**src/hw/pdoe_defines.svh**
```systemverilog
// register offsets, reset values and field layout for the port d/e/f drive-enable bank
`ifndef PDOE_DEFINES_SVH
`define PDOE_DEFINES_SVH
// =====================================================
// register indices and byte addresses
`define PDOE_D_INDEX    16'h30B3
`define PDOE_E_INDEX    16'h30B4
`define PDOE_F_INDEX    16'h30B5
`define PDOE_D_ADDR     (`PDOE_D_INDEX * 4)
`define PDOE_E_ADDR     (`PDOE_E_INDEX * 4)
`define PDOE_F_ADDR     (`PDOE_F_INDEX * 4)
// =====================================================
// widths and reset values
`define PDOE_PINS       8
`define PDOE_RESET      8'h00
`endif

```
**src/hw/pdoe_pkg.sv**
```systemverilog
// types shared by the port d/e/f drive-enable bank
package pdoe_pkg;
	// =====================================================
	// register selector
	typedef enum logic [1:0] {
		PDOE_SEL_NONE,
		PDOE_SEL_D,
		PDOE_SEL_E,
		PDOE_SEL_F
	} pdoe_sel_e;

	// one output-enable byte per port
	typedef struct packed {
		logic [7:0] d;                        // port d pin drivers
		logic [7:0] e;                        // port e pin drivers
		logic [7:0] f;                        // port f pin drivers
	} pdoe_oe_s;
endpackage : pdoe_pkg

```
**src/hw/pdoe_bank.sv**
```systemverilog
// apb slave holding the port d, e and f output-drive enable registers
//
// Local design decision: the APB register port.
`timescale 1ns/1ps
`include "pdoe_defines.svh"

module pdoe_bank #(
	parameter int ADDR_W = 18                 // byte address width
) (
	input  wire logic              pclk,      // bus clock
	input  wire logic              presetn,   // async reset, low
	input  wire logic              psel,      // slave select
	input  wire logic              penable,   // access phase
	input  wire logic              pwrite,    // write direction
	input  wire logic [ADDR_W-1:0] paddr,     // byte address
	input  wire logic [31:0]       pwdata,    // write data
	input  wire logic [3:0]        pstrb,     // byte strobes
	output logic                   pready,    // always ready
	output logic [31:0]            prdata,    // read data
	output logic                   pslverr,   // unmapped access
	output pdoe_pkg::pdoe_oe_s     pin_oe     // per-pin driver enables
);
	import pdoe_pkg::*;

	// =====================================================
	// address decode
	// used by both the write path and the read path
	function automatic pdoe_sel_e pdoe_decode(input logic [ADDR_W-1:0] a);
		if (a == ADDR_W'(`PDOE_D_ADDR)) begin
			return PDOE_SEL_D;
		end else if (a == ADDR_W'(`PDOE_E_ADDR)) begin
			return PDOE_SEL_E;
		end else if (a == ADDR_W'(`PDOE_F_ADDR)) begin
			return PDOE_SEL_F;
		end else begin
			return PDOE_SEL_NONE;
		end
	endfunction : pdoe_decode

	// =====================================================
	// state
	pdoe_oe_s    oe_q, oe_d;                  // drive enable registers
	logic [31:0] rdata_q, rdata_d;            // read data captured in setup
	logic        err_q, err_d;                // unmapped flag captured in setup
	pdoe_sel_e   sel;                         // decoded current address
	logic        setup;                       // setup cycle of a transfer
	logic        wr_acc;                      // write access phase

	assign sel    = pdoe_decode(paddr);
	assign setup  = psel & ~penable;
	assign wr_acc = psel & penable & pwrite & pready;

	// =====================================================
	// next-state logic
	// read data is latched at the setup edge so prdata comes from a flop
	// and still answers with zero wait states
	always_comb begin
		oe_d    = oe_q;
		rdata_d = rdata_q;
		err_d   = err_q;
		if (wr_acc && pstrb[0]) begin       // writes land only at access edge
			case (sel)
				PDOE_SEL_D: oe_d.d = pwdata[7:0];
				PDOE_SEL_E: oe_d.e = pwdata[7:0];
				PDOE_SEL_F: oe_d.f = pwdata[7:0];
				default:    oe_d   = oe_q;         // unmapped, nothing stored
			endcase
		end
		if (setup) begin                      // capture answer for access phase
			err_d = (sel == PDOE_SEL_NONE);
			case (sel)
				PDOE_SEL_D: rdata_d = {24'h00_0000, oe_q.d};
				PDOE_SEL_E: rdata_d = {24'h00_0000, oe_q.e};
				PDOE_SEL_F: rdata_d = {24'h00_0000, oe_q.f};
				default:    rdata_d = 32'h0000_0000;
			endcase
		end
	end

	// registers only; all clear so every driver starts off
	always_ff @(posedge pclk or negedge presetn) begin
		if (!presetn) begin
			oe_q.d  <= `PDOE_RESET;
			oe_q.e  <= `PDOE_RESET;
			oe_q.f  <= `PDOE_RESET;
			rdata_q <= 32'h0000_0000;
			err_q   <= 1'b0;
		end else begin
			oe_q    <= oe_d;
			rdata_q <= rdata_d;
			err_q   <= err_d;
		end
	end

	// =====================================================
	// outputs
	assign pready  = 1'b1;                    // no wait states needed
	assign prdata  = rdata_q;
	assign pslverr = psel & penable & err_q;
	assign pin_oe  = oe_q;                    // a one bit turns the driver on

	// =====================================================
	// per-pin encoding checks
	// one bit per pin, so the checks repeat for every index
	// a one turns the driver on and a zero turns it off, pin by pin
	for (genvar i = 0; i < 8; i++) begin : g_pin

	end
endmodule : pdoe_bank

```
**config.mk**
```make
export PLATFORM = sky130hd
export DESIGN_NAME = pdoe_bank
export DESIGN_NICKNAME = d
export VERILOG_FILES = /design/src/hw/pdoe_pkg.sv /design/src/hw/pdoe_bank.sv
export VERILOG_INCLUDE_DIRS = /design/src /design/src/hw
export SDC_FILE = /design/constraint.sdc
export NUM_CORES = 1
export LEC_CHECK = 0
export ABC_AREA = 1
export ABC_CLOCK_PERIOD_IN_PS = 1300
export BUFFER_PORTS_ARGS = -buffer_cell sky130_fd_sc_hd__buf_2
export CELL_PAD_IN_SITES_DETAIL_PLACEMENT = 0
export CELL_PAD_IN_SITES_GLOBAL_PLACEMENT = 1
export CORE_ASPECT_RATIO = 0.7
export CORE_MARGIN = 4
export CORE_UTILIZATION = 33
export CTS_CLUSTER_SIZE = 8
export DETAILED_ROUTE_END_ITERATION = 10
export PLACE_DENSITY = 0.82
export REMOVE_ABC_BUFFERS = 1
export SLEW_MARGIN = 30
export SYNTH_ARGS = -nofsm -noshare
export SYNTH_HDL_FRONTEND = slang
export SYNTH_SLANG_ARGS = --single-unit
export TNS_END_PERCENT = 10
```
**constraint.sdc**
```tcl
create_clock -name pclk -period 1.3 [get_ports pclk]
set_input_delay 0.065 -clock pclk [delete_from_list [all_inputs] [get_ports pclk]]
set_output_delay 0.065 -clock pclk [all_outputs]
set_load 0.005 [all_outputs]
```
==> results.rst <==
.. list-table::
   :header-rows: 1

   * - Metric
     - Value
   * - Outcome
     - finished clean
   * - Area of the multi-input gates
     - slightly below 0.001 mm^2
   * - Final worst setup slack
     - 256.1 ps
   * - Highest net fanout along the worst path
     - 16
   * - Root buffer cell
     - sky130_fd_sc_hd__clkbuf_8
   * - Placeable Area
     - between 0.005 and 0.006 mm^2
   * - Count of mapped cells out of synthesis
     - 243
   * - Logic depth of the worst register-to-register path
     - 4
   * - Floorplan die height
     - about 74 um
   * - Clock latency of the later-clocked register in the worst-skew pair
     - 280 ps
   * - X dimension of the die
     - 102.1 um
   * - Flop and latch count out of synthesis
     - 33
   * - Final period demand of the worst path
     - 1044 ps
   * - Hold Path Depth
     - 3
   * - Syn_area_per_cell
     - roughly 8.4 um^2
   * - Complex-gate fraction of the synthesized area
     - a little under a tenth
   * - Antenna diode instance count
     - 0
   * - Met1 capacity usage during global routing
     - 19.24%
   * - Worst clock skew on the final layout
     - around 3.2 ps
   * - Fmax
     - 958.0 MHz
   * - Cts bufs inserted
     - 5
   * - CTS Sinks
     - 33
   * - Detailed router's first-iteration violation count
     - 59
   * - Yosys Warn Count
     - 0
   * - Setup repair after global routing missed its margin
     - false
   * - Launching element type of the critical path
     - input port
   * - Cell Rows
     - 23
   * - Quantity of I/O buffers inserted on ports
     - 64
   * - Final worst path period share
     - 80.30%
   * - Slew Viols, Final
     - 0
   * - Area added between synthesis and finish
     - 21.80%
   * - Yosys cell types
     - 23
   * - Detailed-routing iteration count for the pre-antenna-repair pass
     - 4
   * - Sequential cell area
     - 825.8 um^2
   * - Routed Wire Length
     - about 5000 um
   * - Antenna violations before repair
     - 0
   * - Total leakage power
     - 1.404 nW
   * - Max Root-Sink Buffers
     - 2
   * - Count of pins on the block boundary
     - roughly 120
   * - Post-place setup slack
     - -59.00 ps
   * - Maximum VDD drop
     - between 0.3 and 0.4 mV
   * - Met2 usage
     - 21.09%
   * - CP Capture Type
     - flop
   * - Number of failing hold endpoints at the final stage
     - 0
   * - Number of design rule violations left after detail routing
     - 0
   * - Clock slew at reported path FFs
     - 60 ps
   * - Total vias in the final route
     - around 1700
   * - Global-route wire length before repair
     - around 8000 um
   * - Nets
     - 374
   * - Power per cell area
     - 785.6 mW/mm^2
   * - Gpl congestion
     - 0.7918
   * - Maximum number of pins on one net before global-route repair
     - 34
   * - DR vias/cell
     - between 4 and 5
   * - Clock tree from TritonCTS
     - built
   * - Filler cells
     - between 600 and 700
   * - Met3 Use GR
     - 3.890%
   * - Finished Core Util
     - a little over two fifths
   * - Half-perimeter wire length after placement
     - 3956 um
   * - Remaining number of nets flagged by the antenna check after routing
     - 0
   * - Htree depth
     - 2
   * - WL/cell
     - 12.73 um
   * - Required time worst endpoint
     - 1460 ps
   * - Initial Util
     - 34.80%
   * - Reported max-cap violation count
     - 0
   * - Combinational family with the most area after synthesis
     - simple AND/OR/NAND/NOR gates
   * - Post-synthesis sequential area ratio
     - 40.42%
   * - Number of setup buffers added after CTS
     - 0
   * - Worst-case register-to-register setup slack
     - 400 ps
   * - Critical Setup Path Class
     - input port to flop
   * - Arrival time worst endpoint
     - roughly 1200 ps
   * - Synthesized-area fraction occupied by adder cells
     - 0%
   * - Total setup violations reported at the end of the flow
     - 0
   * - Xor and xnor area share after synthesis
     - 0%
   * - Simple-gate area share of the yosys netlist
     - 33.68%
   * - Syn Std Cell Area
     - a little over 0.002 mm^2
   * - GRT Resource Usage Total
     - 13.79%
   * - Overflow left after global routing
     - 0
   * - Multiplexer share of the synthesized area
     - 0%
   * - Global route hottest layer
     - met2
   * - Path class of the lowest-slack min-delay path
     - input port to flop
   * - Overall die area
     - 0.007535 mm^2
   * - Fraction of layout cells with a size suffix above 1
     - 37.03%
   * - Via count of the first global-routing pass
     - 1644
==> layout by cell type (no fill, tap or decap), drive strengths merged <==
cell type | synthesis | layout
nand4 | 25 | 25
nor3 | 1 | 1
o21ai | 25 | 25
nand2 | 62 | 62
a21oi | 1 | 1
inv | 23 | 23
nand3 | 15 | 15
dfrtp | 33 | 33
nor2 | 22 | 22
conb | 2 | 25
dlygate4sd3 | 0 | 1
and3 | 1 | 1
buf | 32 | 74
clkbuf | 1 | 8
==> critical path, cell delays in order <==
cell                      delay [ps]
sky130_fd_sc_hd__buf_2           110
sky130_fd_sc_hd__nor2_4          150
sky130_fd_sc_hd__nand3_1         130
sky130_fd_sc_hd__nor2_4          250
sky130_fd_sc_hd__nand4_4         270
sky130_fd_sc_hd__nand2_1         140
sky130_fd_sc_hd__o21ai_1          70
==> timing repair <==
item | 4_1_cts | 5_1_grt
endpoints found under the hold margin | 33 | 0
hold buffers | 1 | 0
gates resized for setup | 0 | 0
==> logic make-up (layout without fill, tap and decap cells) <==
kind of cell	Yosys count	after routing
buffers and inverters	56	106
other	2	25
and+or+nand+nor	126	126
DFF	33	33
AOI/OAI and AO/OA	26	26
==> through the flow <==
stage                     TNS, ps  hold slack, ps  area [um^2]  power [mW]  instances
final                           0           74.05         2489       1.955        391
after global routing            0           85.76         2489       2.065        391
after CTS                       0           72.05         2489       1.982        391
after detailed placement   -437.8           113.6         2399       1.241        382
after global placement     -122.4           116.8         2399       1.240        382
after floorplan            -52.35          -230.6         1884       1.137        233
==> final cells by class <==
| type | instances | share of cell area (%) |
|---|---|---|
| timing repair buffer | 75 | 17.30 |
| tap | 75 | 3.771 |
| inverter | 23 | 3.469 |
| multi-input combinational | 177 | 39.06 |
| clock buffer | 8 | 3.218 |
| sequential | 33 | 33.18 |
==> path summary, 6_finish.rpt <==
check / startpoint / to
setup / recovery: paddr[1] / pin_oe[20]
hold / removal: pwdata[6] / pin_oe[14]
setup reg to reg: pin_oe[10] / prdata[2]
hold reg to reg: prdata[6] / prdata[6]
max in group asynchronous: presetn / pin_oe[11]
min in group asynchronous: presetn / err_q
==> flip-flops by register name (all words and copies together) (netlist names) <==
| name | count |
|---|---|
| prdata | 8 |
| err_q | 1 |
| pin_oe | 24 |
==> per-layer routing <==
metal  part of all wire [%]  routed length (um)  vias up
met3                    6.7                 334        5
met2                     45                2254       51
li1                       -                   -      897
met1                     47                2355      784
met5                      0                   0        -
met4                   0.64                  32        0
==> Yosys cell counts <==
master                     count  area share (%)
sky130_fd_sc_hd__o21ai_1       9             2.2
sky130_fd_sc_hd__buf_2         4            0.98
sky130_fd_sc_hd__conb_1        2            0.37
sky130_fd_sc_hd__nor3_1        1            0.24
sky130_fd_sc_hd__nand2_1      55              10
sky130_fd_sc_hd__nor2_2        2            0.61
sky130_fd_sc_hd__o21ai_2      16             6.9
sky130_fd_sc_hd__clkbuf_1      1            0.18
sky130_fd_sc_hd__nand4_1      22             6.7
sky130_fd_sc_hd__nor2_4        7             3.9
sky130_fd_sc_hd__nand3_2       1            0.49
sky130_fd_sc_hd__nor2_1       13             2.4
sky130_fd_sc_hd__a21oi_1       1            0.24
sky130_fd_sc_hd__and3_1        1            0.31
sky130_fd_sc_hd__nand2_4       1            0.55
sky130_fd_sc_hd__nand3_1      14             3.4
sky130_fd_sc_hd__dfrtp_1      33              40
sky130_fd_sc_hd__buf_6         3             1.7
sky130_fd_sc_hd__inv_1        21             3.9
sky130_fd_sc_hd__buf_4        25             9.2
sky130_fd_sc_hd__nand4_4       3             3.1
sky130_fd_sc_hd__nand2_2       6             1.8
sky130_fd_sc_hd__inv_2         2            0.37
==> power breakdown <==
| group | internal (mW) | switching [mW] | leakage [nW] | total (mW) |
|---|---|---|---|---|
| Clock | 0.380 | 0.351 | 0.0395 | 0.731 |
| Combinational | 0.0660 | 0.131 | 0.908 | 0.197 |
| Sequential | 1.03 | 0.00000977 | 0.456 | 1.03 |
Power figures use the tool's default switching activity.
